--- src/rtl/epvs_pkg.sv ---
//==========================================================
// Notes on behaviour
// - Programmable priorities reset to value zero
// - Interrupt line n uses vector n+16
// - Lines 0-29 exist; 9 and 13 reserved
// - Word zero holds stack pointer, then handlers
// - Table base is zero after reset
// - Privileged writes relocate base up to 0x3FFFFF00
// - Smaller value wins; three exceptions fixed
// - Configurable priorities limited to 0-7
// - Equal priority: smallest exception number wins
// - Strictly higher group priority preempts running handler
// - Equal priority never preempts; stays pending
// - Priority splits into group and subpriority
// - Preemption compares group priority only
// - Subpriority then number orders equal groups
// - Hard fault -1, NMI -2, reset -3
package epvs_pkg;

  //==========================================================
  // Sizes
  localparam int NVEC = 46;
  localparam int NIRQ = 30;
  localparam int NSYS = 16;
  localparam int PRIO_W = 3;
  localparam int VEC_W = 6;

  //==========================================================
  // Vector numbers and ranks
  localparam logic [VEC_W-1:0] VEC_RESET = 6'h01;
  localparam logic [VEC_W-1:0] VEC_NMI = 6'h02;
  localparam logic [VEC_W-1:0] VEC_HARD = 6'h03;
  localparam logic [VEC_W-1:0] VEC_IRQ0 = 6'h10;
  localparam logic [3:0] RANK_RESET = 4'h0;
  localparam logic [3:0] RANK_NMI = 4'h1;
  localparam logic [3:0] RANK_HARD = 4'h2;
  localparam logic [3:0] RANK_CFG_BASE = 4'h3;

  // Vectors that can be raised, and those with writable priority
  localparam logic [NVEC-1:0] VALID_MASK = 46'h3FFF_DDFF_D87E;
  localparam logic [NVEC-1:0] PROG_MASK = 46'h3FFF_DDFF_D870;

  //==========================================================
  // Reset values and table base limits
  localparam logic [PRIO_W-1:0] PRIO_RESET = 3'h0;
  localparam logic [PRIO_W-1:0] PRIO_FULL_MASK = 3'h7;
  localparam logic [1:0] SUB_BITS_RESET = 2'h0;
  localparam logic [31:0] BASE_RESET = 32'h0000_0000;
  localparam logic [31:0] BASE_MAX = 32'h3FFF_FF00;
  localparam logic [31:0] BASE_ALIGN_MASK = 32'hFFFF_FF00;
  localparam logic [31:0] ADDR_IRQ0 = 32'h0000_0040;

  //==========================================================
  // Carriers
  typedef struct packed {
    logic en;
    logic [VEC_W-1:0] vec;
    logic [PRIO_W-1:0] prio;
  } epvs_prio_wr_t;

  typedef struct packed {
    logic en;
    logic priv;
    logic [31:0] data;
  } epvs_base_wr_t;

  typedef struct packed {
    logic req;
    logic [VEC_W-1:0] vec;
    logic [31:0] addr;
  } epvs_exc_t;

  typedef struct packed {
    logic [NVEC-1:0] pend;
    logic [NVEC-1:0][PRIO_W-1:0] prio;
    logic [31:0] base;
    logic [1:0] subBits;
    epvs_exc_t exc;
  } epvs_state_t;

endpackage

--- src/rtl/epvs_core.sv ---
`timescale 1ns/10ps
module epvs_core (
  input wire logic clock,
  input wire logic nrst,
  input wire logic [epvs_pkg::NSYS-1:0] sysRaise,
  input wire logic [epvs_pkg::NIRQ-1:0] irqLines,
  input wire logic ackEn,
  input wire logic [epvs_pkg::VEC_W-1:0] ackVec,
  input wire logic handlerActive,
  input wire logic [epvs_pkg::VEC_W-1:0] activeVec,
  input wire epvs_pkg::epvs_prio_wr_t prioWr,
  input wire epvs_pkg::epvs_base_wr_t baseWr,
  input wire logic grpWrEn,
  input wire logic [1:0] grpWrSubBits,
  output epvs_pkg::epvs_exc_t excOut,
  output logic [31:0] stackPtrAddr,
  output logic [epvs_pkg::NVEC-1:0] pendingOut
);
  import epvs_pkg::*;

  //==========================================================
  // State
  epvs_state_t st_reg;
  epvs_state_t st_next;
  logic [NVEC-1:0] raise;
  logic [NVEC-1:0] clr;
  logic [PRIO_W-1:0] grpMask;
  logic found;
  logic [VEC_W-1:0] bestVec;
  logic [3:0] bestRank;
  logic [3:0] bestGrp;
  logic [3:0] actGrp;
  logic [PRIO_W-1:0] actPrio;

  // Rank: fixed exceptions sit below every configurable value
  function automatic logic [3:0] rankOf(input logic [VEC_W-1:0] v,
                                        input logic [PRIO_W-1:0] p,
                                        input logic [PRIO_W-1:0] m);
    logic [3:0] r;
    r = RANK_CFG_BASE + {1'b0, p & m};
    if (v == VEC_RESET) begin
      r = RANK_RESET;
    end else if (v == VEC_NMI) begin
      r = RANK_NMI;
    end else if (v == VEC_HARD) begin
      r = RANK_HARD;
    end
    return r;
  endfunction

  //==========================================================
  // Next state
  always_comb begin
    st_next = st_reg;
    // line n lands on vector n+16
    raise = {irqLines, sysRaise} & VALID_MASK;
    clr = '0;
    if (ackEn && ackVec < VEC_W'(NVEC)) begin
      clr[ackVec] = 1'b1;
    end
    // pending kept until taken; a new raise beats the clear
    st_next.pend = (st_reg.pend & ~clr) | raise;

    // three-bit field bounds values to 0-7
    if (prioWr.en && prioWr.vec < VEC_W'(NVEC)) begin
      if (PROG_MASK[prioWr.vec]) begin
        st_next.prio[prioWr.vec] = prioWr.prio;
      end
    end

    // privileged, in-range writes move the base
    if (baseWr.en && baseWr.priv && baseWr.data <= BASE_MAX) begin
      st_next.base = baseWr.data & BASE_ALIGN_MASK; // Low byte dropped, stays aligned
    end

    // split point sets the subpriority width
    if (grpWrEn) begin
      st_next.subBits = grpWrSubBits;
    end
    grpMask = PRIO_FULL_MASK << st_reg.subBits;

    // ascending scan with strict compare keeps the lowest number
    // full value orders group, then subpriority
    found = 1'b0;
    bestVec = '0;
    bestRank = 4'hF;
    for (int v = 0; v < NVEC; v++) begin
      if (st_reg.pend[v]) begin
        if (!found || rankOf(VEC_W'(v), st_reg.prio[v], PRIO_FULL_MASK) < bestRank) begin
          found = 1'b1;
          bestVec = VEC_W'(v);
          bestRank = rankOf(VEC_W'(v), st_reg.prio[v], PRIO_FULL_MASK);
        end
      end
    end

    // preemption looks at group fields only
    actPrio = (activeVec < VEC_W'(NVEC)) ? st_reg.prio[activeVec] : PRIO_RESET;
    bestGrp = rankOf(bestVec, st_reg.prio[bestVec], grpMask);
    actGrp = rankOf(activeVec, actPrio, grpMask);

    // strictly higher group preempts; equal waits
    st_next.exc.req = found && (!handlerActive || bestGrp < actGrp);
    st_next.exc.vec = bestVec;
    st_next.exc.addr = st_reg.base + {24'h00_0000, bestVec, 2'b00};
  end

  //==========================================================
  // Registers
  always_ff @(posedge clock) begin
    if (!nrst) begin
      st_reg.pend <= '0;
      st_reg.prio <= {NVEC{PRIO_RESET}};
      // base back at zero on every reset
      st_reg.base <= BASE_RESET;
      st_reg.subBits <= SUB_BITS_RESET;
      st_reg.exc <= '0;
    end else begin
      st_reg <= st_next;
    end
  end

  //==========================================================
  // Outputs
  // stack word sits at the table base, handlers follow
  assign stackPtrAddr = st_reg.base;
  assign excOut = st_reg.exc;
  assign pendingOut = st_reg.pend;

  //==========================================================
  // Reference arbiter for the checks
  // Coded apart from the scan above (descending order, shifted group
  // fields) so that one slip cannot hide in both copies
  logic refFound;
  logic [VEC_W-1:0] refVec;
  logic [3:0] refKey;
  logic [3:0] refCand;
  logic [PRIO_W-1:0] refActPrio;
  logic [3:0] refBestGrp;
  logic [3:0] refActGrp;
  logic refReq;

  // Key: fixed exceptions first, then base rank plus the shifted priority
  function automatic logic [3:0] keyOf(input logic [VEC_W-1:0] v,
                                       input logic [PRIO_W-1:0] p,
                                       input logic [1:0] s);
    logic [3:0] k;
    k = RANK_CFG_BASE + {1'b0, p >> s};
    if (v == VEC_RESET) begin
      k = RANK_RESET;
    end else if (v == VEC_NMI) begin
      k = RANK_NMI;
    end else if (v == VEC_HARD) begin
      k = RANK_HARD;
    end
    return k;
  endfunction

  // Later, lower numbers take ties, so the lowest pending number wins
  always_comb begin
    refFound = 1'b0;
    refVec = '0;
    refKey = 4'hF;
    refCand = 4'hF;
    for (int v = NVEC - 1; v >= 0; v--) begin
      refCand = keyOf(VEC_W'(v), st_reg.prio[v], 2'h0);
      if (st_reg.pend[v] && refCand <= refKey) begin
        refFound = 1'b1;
        refVec = VEC_W'(v);
        refKey = refCand;
      end
    end
    // Out-of-range running vector counts as priority zero
    refActPrio = (activeVec < VEC_W'(NVEC)) ? st_reg.prio[activeVec] : PRIO_RESET;
    refBestGrp = keyOf(refVec, st_reg.prio[refVec], st_reg.subBits);
    refActGrp = keyOf(activeVec, refActPrio, st_reg.subBits);
    refReq = refFound && (!handlerActive || refBestGrp < refActGrp);
  end

  //==========================================================
  // Checks
  a_prio_reset: assert property (@(posedge clock)
    nrst && !$past(nrst) |-> st_reg.prio == '0)
    else $error("priority not zero after reset");

  a_base_reset: assert property (@(posedge clock)
    nrst && !$past(nrst) |-> st_reg.base == BASE_RESET)
    else $error("table base not zero after reset");

  a_irq_vector: assert property (@(posedge clock) disable iff (!nrst)
    $past(nrst) && $past(irqLines[0]) |-> st_reg.pend[VEC_IRQ0])
    else $error("line 0 not pending on vector 16");

  a_irq0_addr: assert property (@(posedge clock) disable iff (!nrst)
    excOut.req && excOut.vec == VEC_IRQ0 |-> excOut.addr == $past(st_reg.base) + ADDR_IRQ0)
    else $error("line 0 vector address wrong");

  a_reserved_quiet: assert property (@(posedge clock) disable iff (!nrst)
    (pendingOut & ~VALID_MASK) == '0)
    else $error("reserved vector pending");

  a_vec_addr: assert property (@(posedge clock) disable iff (!nrst)
    $past(nrst) |-> excOut.addr == $past(st_reg.base) + {24'h00_0000, excOut.vec, 2'b00})
    else $error("vector address mismatch");

  a_base_write: assert property (@(posedge clock) disable iff (!nrst)
    baseWr.en && baseWr.priv && baseWr.data <= BASE_MAX
    |=> st_reg.base == ($past(baseWr.data) & BASE_ALIGN_MASK))
    else $error("table base write lost");

  a_base_unpriv: assert property (@(posedge clock) disable iff (!nrst)
    baseWr.en && !baseWr.priv |=> $stable(st_reg.base))
    else $error("unprivileged base write took effect");

  a_fixed_prio: assert property (@(posedge clock) disable iff (!nrst)
    st_reg.prio[VEC_RESET] == PRIO_RESET && st_reg.prio[VEC_NMI] == PRIO_RESET
    && st_reg.prio[VEC_HARD] == PRIO_RESET)
    else $error("fixed priority changed");

  a_reset_first: assert property (@(posedge clock) disable iff (!nrst)
    $past(nrst) && $past(st_reg.pend[VEC_RESET]) && !$past(handlerActive)
    |-> excOut.req && excOut.vec == VEC_RESET)
    else $error("reset exception not chosen first");

  a_nmi_over_cfg: assert property (@(posedge clock) disable iff (!nrst)
    $past(nrst) && $past(st_reg.pend[VEC_NMI]) && !$past(handlerActive) |-> excOut.vec <= VEC_NMI)
    else $error("configurable exception beat NMI");

  a_tie_lowest: assert property (@(posedge clock) disable iff (!nrst)
    $past(nrst) && $past(st_reg.pend[16]) && $past(st_reg.pend[17])
    && $past(st_reg.prio[16]) == $past(st_reg.prio[17]) |-> excOut.vec != 6'h11)
    else $error("higher number won a tie");

  a_no_equal_preempt: assert property (@(posedge clock) disable iff (!nrst)
    handlerActive && refBestGrp >= refActGrp |=> !excOut.req)
    else $error("equal group preempted handler");

  a_preempt_higher: assert property (@(posedge clock) disable iff (!nrst)
    handlerActive && refFound && refBestGrp < refActGrp
    |=> excOut.req && excOut.vec == $past(refVec))
    else $error("higher group did not preempt");

  a_split_write: assert property (@(posedge clock) disable iff (!nrst)
    grpWrEn |=> st_reg.subBits == $past(grpWrSubBits))
    else $error("split point not stored");

  a_group_only: assert property (@(posedge clock) disable iff (!nrst)
    excOut.req && $past(handlerActive) |-> $past(refBestGrp) < $past(refActGrp))
    else $error("preemption without higher group");

  a_sub_order: assert property (@(posedge clock) disable iff (!nrst)
    $past(nrst) && !$past(handlerActive) && $past(st_reg.pend[16]) && $past(st_reg.pend[17])
    && $past(st_reg.prio[17]) < $past(st_reg.prio[16]) |-> excOut.vec != VEC_IRQ0)
    else $error("lower subpriority not served first");

  // Reference agreement and pending bookkeeping
  a_ref_winner: assert property (@(posedge clock) disable iff (!nrst)
    $past(nrst) |-> excOut.vec == $past(refVec) && excOut.req == $past(refReq))
    else $error("winner differs from reference");

  a_ack_clears: assert property (@(posedge clock) disable iff (!nrst)
    ackEn && ackVec < VEC_W'(NVEC) && !raise[ackVec] |=> !st_reg.pend[$past(ackVec)])
    else $error("acknowledged vector still pending");

  a_pend_kept: assert property (@(posedge clock) disable iff (!nrst)
    $past(nrst) && $past(st_reg.pend[VEC_IRQ0]) && !$past(ackEn) |-> st_reg.pend[VEC_IRQ0])
    else $error("pending line 0 dropped without ack");

  a_base_aligned: assert property (@(posedge clock) disable iff (!nrst)
    (st_reg.base & ~BASE_ALIGN_MASK) == '0 && st_reg.base <= BASE_MAX)
    else $error("table base off grid or out of range");

  a_hard_over_cfg: assert property (@(posedge clock) disable iff (!nrst)
    $past(nrst) && $past(st_reg.pend[VEC_HARD]) && !$past(handlerActive)
    |-> excOut.vec <= VEC_HARD)
    else $error("configurable exception beat hard fault");

  a_no_req_idle: assert property (@(posedge clock) disable iff (!nrst)
    $past(nrst) && $past(st_reg.pend) == '0 |-> !excOut.req)
    else $error("request with nothing pending");

  a_prio_write: assert property (@(posedge clock) disable iff (!nrst)
    prioWr.en && prioWr.vec < VEC_W'(NVEC) && PROG_MASK[prioWr.vec]
    |=> st_reg.prio[$past(prioWr.vec)] == $past(prioWr.prio))
    else $error("priority write not stored");

  c_irq_taken: cover property (@(posedge clock) disable iff (!nrst)
    excOut.req && excOut.vec >= VEC_IRQ0);
  c_preempt: cover property (@(posedge clock) disable iff (!nrst)
    $past(handlerActive) && excOut.req);
  c_blocked: cover property (@(posedge clock) disable iff (!nrst)
    handlerActive && found && bestGrp == actGrp);
  c_relocated: cover property (@(posedge clock) disable iff (!nrst)
    st_reg.base != BASE_RESET && excOut.req);
  c_tie_break: cover property (@(posedge clock) disable iff (!nrst)
    st_reg.pend[VEC_IRQ0] && st_reg.pend[17] && st_reg.prio[VEC_IRQ0] == st_reg.prio[17]);

endmodule

--- config.mk ---
export PLATFORM = sky130hd
export DESIGN_NAME = epvs_core
export DESIGN_NICKNAME = d
export VERILOG_FILES = /design/src/rtl/epvs_pkg.sv /design/src/rtl/epvs_core.sv
export SDC_FILE = /design/constraint.sdc
export NUM_CORES = 1
export LEC_CHECK = 0
export CAP_MARGIN = 20
export CELL_PAD_IN_SITES_DETAIL_PLACEMENT = 0
export CELL_PAD_IN_SITES_GLOBAL_PLACEMENT = 1
export CORE_UTILIZATION = 45
export DETAILED_ROUTE_END_ITERATION = 8
export DONT_BUFFER_PORTS = 1
export PLACE_DENSITY = 0.86
export SLEW_MARGIN = 40
export SYNTH_ARGS = -nofsm -noshare
export SYNTH_HDL_FRONTEND = slang
export SYNTH_SLANG_ARGS = --single-unit
--- constraint.sdc ---
create_clock -name clock -period 92.9 [get_ports clock]
set_clock_uncertainty 0.2 [all_clocks]
set_input_delay 4.645 -clock clock [delete_from_list [all_inputs] [get_ports clock]]
set_output_delay 4.645 -clock clock [all_outputs]
set_load 0.01 [all_outputs]
==> impl_metrics.env <==
export IMPL_drv_slew=0
export IMPL_cts_inserted_buffers=29
export IMPL_dr_pass1_iters=6
export IMPL_viasPerCell=6.21
export IMPL_avgSynthCellArea_um2=7.87
export IMPL_worst_pin_slew_ns=0.871
export IMPL_finalWeightedCongestion=0.947
export IMPL_grtUsageTotal=0.282
export IMPL_drive_above_1_share=0.0783
export IMPL_cp_arrival_ns=73.94
export IMPL_nets=2909
export IMPL_p_sw_uw=360
export IMPL_powerDensity_nw_per_um2=30.1
export IMPL_period_needed_ns=73.66
export IMPL_ant_nets=0
export IMPL_status="completed"
export IMPL_antenna_found_initial=3
export IMPL_postPlaceCellArea_um2=22000
export IMPL_cts_root_buffer="clkbuf_16"
export IMPL_hp_start="st_reg[82]"
export IMPL_finalSetupTns_ns=0
export IMPL_hold_buffers=0
export IMPL_fin_crit_sh=0.793
export IMPL_critPathLaunchType="register"
export IMPL_synth_edf_count=0
export IMPL_syn_area_um2=22300
export IMPL_register_area_um2=4820
export IMPL_placementRows=81
export IMPL_cellInternalPower_uw=335
export IMPL_max_clock_path_buffers=3
export IMPL_postSynthCellCount=2829
export IMPL_leakagePower_nw=8.44
export IMPL_post_cts_setup_buffer_count=0
export IMPL_p_comb_frac=0.659
export IMPL_hold_class="reg2reg"
export IMPL_ir_drop_mv=0.0384
export IMPL_cts_tree="yes"
export IMPL_whs_ns=0.294
export IMPL_relSlewSlack=0.418
export IMPL_switching_share=0.518
export IMPL_crit_fanout=13
export IMPL_grt_max_degree=240
export IMPL_most_common_layout_cells="nand2_1 (275), dfxtp_1 (241), inv_1 (181)"
export IMPL_io_pins=226
export IMPL_vias=20800
export IMPL_rr_startpoint="st_reg[73]"
export IMPL_wl_per_cell_um=21.9
export IMPL_seqPwrFrac=0.162
export IMPL_rsz0062_at_grt="false"
export IMPL_drv_cap=0
export IMPL_ys_flop_type="dfxtp_1"
export IMPL_clkPwrFrac=0.179
export IMPL_ys_seq_area_frac=0.217
export IMPL_grt_pass1_wl_um=113000
export IMPL_synthToLayoutAreaGrowth_pct=3.69
export IMPL_hpwl_um=56000
export IMPL_die_x_um=224
export IMPL_dp_cells=3293
export IMPL_htreeDepth=1
export IMPL_power_uw=695
export IMPL_crit_required_ns=93.18
export IMPL_cts_resized=0
export IMPL_hold_depth=1
export IMPL_endpoint_kind="register"
export IMPL_drc=0
export IMPL_grt_ovfl_total=0
export IMPL_crit_top_cell="ha_1"
export IMPL_drt_initial_drc_count=2048
export IMPL_worstReg2RegEnd="excOut[38]"
export IMPL_r2r_slack_ns=19.24
export IMPL_clk_latency_ns=0.60
export IMPL_cp_slowest_cell="a21oi_1"
export IMPL_finalSetupViolCount=0
export IMPL_start_util=0.456
export IMPL_crit_type="reg2reg"
export IMPL_crit_path_max_incr_delay_ns=0.84
export IMPL_r2r_cells=307
export IMPL_multi_input_area_um2=15600
export IMPL_fillers=4857
export IMPL_clkSlewWorstSetupHoldPaths_ns=0.06
export IMPL_whs_endpoint="st_reg[82]"
export IMPL_critical_path_top_delay_family="compound AO/OA/AOI/OAI gates"
export IMPL_port_buffers=0
export IMPL_yosys_warnings=0
export IMPL_drt_total_wl_um=73300
export IMPL_fin_cells=3348
export IMPL_largest_register_ffs=140
export IMPL_core_um2=48800
export IMPL_final_common_cell="nand2_1"
export IMPL_die_h_um=224
export IMPL_final_cell_area_um2=23100
export IMPL_grt_pass1_vias=19700
export IMPL_finalHoldViolCount=0
export IMPL_synth_seq_cells=241
export IMPL_cts_sinks=241
export IMPL_die_area_um2=50400
export IMPL_max_freq_mhz=13.6
export IMPL_netlist_cell_type_count=115
export IMPL_crit_buf_inv=9
export IMPL_async_flop_share=0
==> cell type report <==
| type | instances | share of cell area |
|---|---|---|
| repair buffers | 19 | 0.00699 |
| clock buffers | 33 | 0.0330 |
| clock inverters | 20 | 0.0113 |
| inverters | 182 | 0.0296 |
| flip-flops and latches | 241 | 0.209 |
| diodes | 2 | 0.000217 |
| well taps | 664 | 0.0360 |
| multi-input cells | 2187 | 0.674 |
==> power by group through the flow <==
stage	Clock, mW	Combinational, mW	Sequential (mW)
after floorplan	0	0.325	0.111
after global placement	0	0.438	0.115
after detailed placement	0	0.442	0.115
after CTS	0.126	0.444	0.112
after global routing	0.130	0.490	0.113
final	0.124	0.458	0.112
==> synthesized netlist by cell type (9+ instances only) <==
cell         n  area, um^2
xor2_1       9        78.8
nor2b_1    132         826
a31oi_1     19         119
mux2_2      29         327
nand4_1     19         119
nand3b_1     9        67.6
buf_4      120         901
a21boi_0    58         435
inv_1      181         679
o211ai_1    26         195
buf_2       10        50.1
o2111ai_1   11        96.3
o21a_1      91         683
nand2_1    275        1030
nor2_1     158         593
nand3_1     89         445
a22oi_1     15         113
nand2b_1    36         225
a21oi_1    180         901
nor3_1      40         200
clkbuf_1    86         323
mux4_2      28         631
mux2i_1    144        1440
a211o_1     14         123
nor4_1      18         113
o22ai_1     19         119
xnor2_1     34         298
dfxtp_1    241        4820
o221ai_1    16         140
and2_1      87         544
and3_1      20         125
o21ai_0    130         651
a211oi_1    31         233
or3_1       20         125
ha_1       140        1750
a221oi_1    10        87.6
o31ai_1     12        90.1
a21o_1      25         188
o21ai_1     18        90.1
==> how the worst max path moves through the flow <==
stage,from,endpoint,depth (start not counted)
after floorplan,st_reg[73],excOut[38],315
after global placement,st_reg[73],excOut[38],307
after detailed placement,st_reg[73],excOut[38],307
after CTS,st_reg[73],excOut[38],306
after global routing,st_reg[73],excOut[38],309
final,st_reg[73],excOut[38],307
==> per-layer routing <==
metal / global-route usage / share of wire
met1: 0.372 / 0.43
met2: 0.465 / 0.46
met3: 0.0442 / 0.077
met4: 0.101 / 0.036
met5: 0 / 0.00045
==> through the flow <==
stage | util | setup WS [ns]
6_report | 0.473 | 19.24
5_1_grt | 0.473 | 12.95
4_1_cts | 0.472 | 20.01
3_5_place_dp | 0.451 | 20.32
3_3_place_gp | 0.449 | 21.44
2_1_floorplan | - | 30.88
==> kinds of logic after synthesis <==
family          count (synthesis)  synth area share
compound gates                828             0.265
buf+inv                       410            0.0913
flops                         241             0.217
mux                           205             0.110
simple gates                  956             0.219
other cells                     1          0.000168
xor+xnor                       43            0.0169
fa+ha+maj                     145            0.0809
Power figures use the tool's default switching activity.
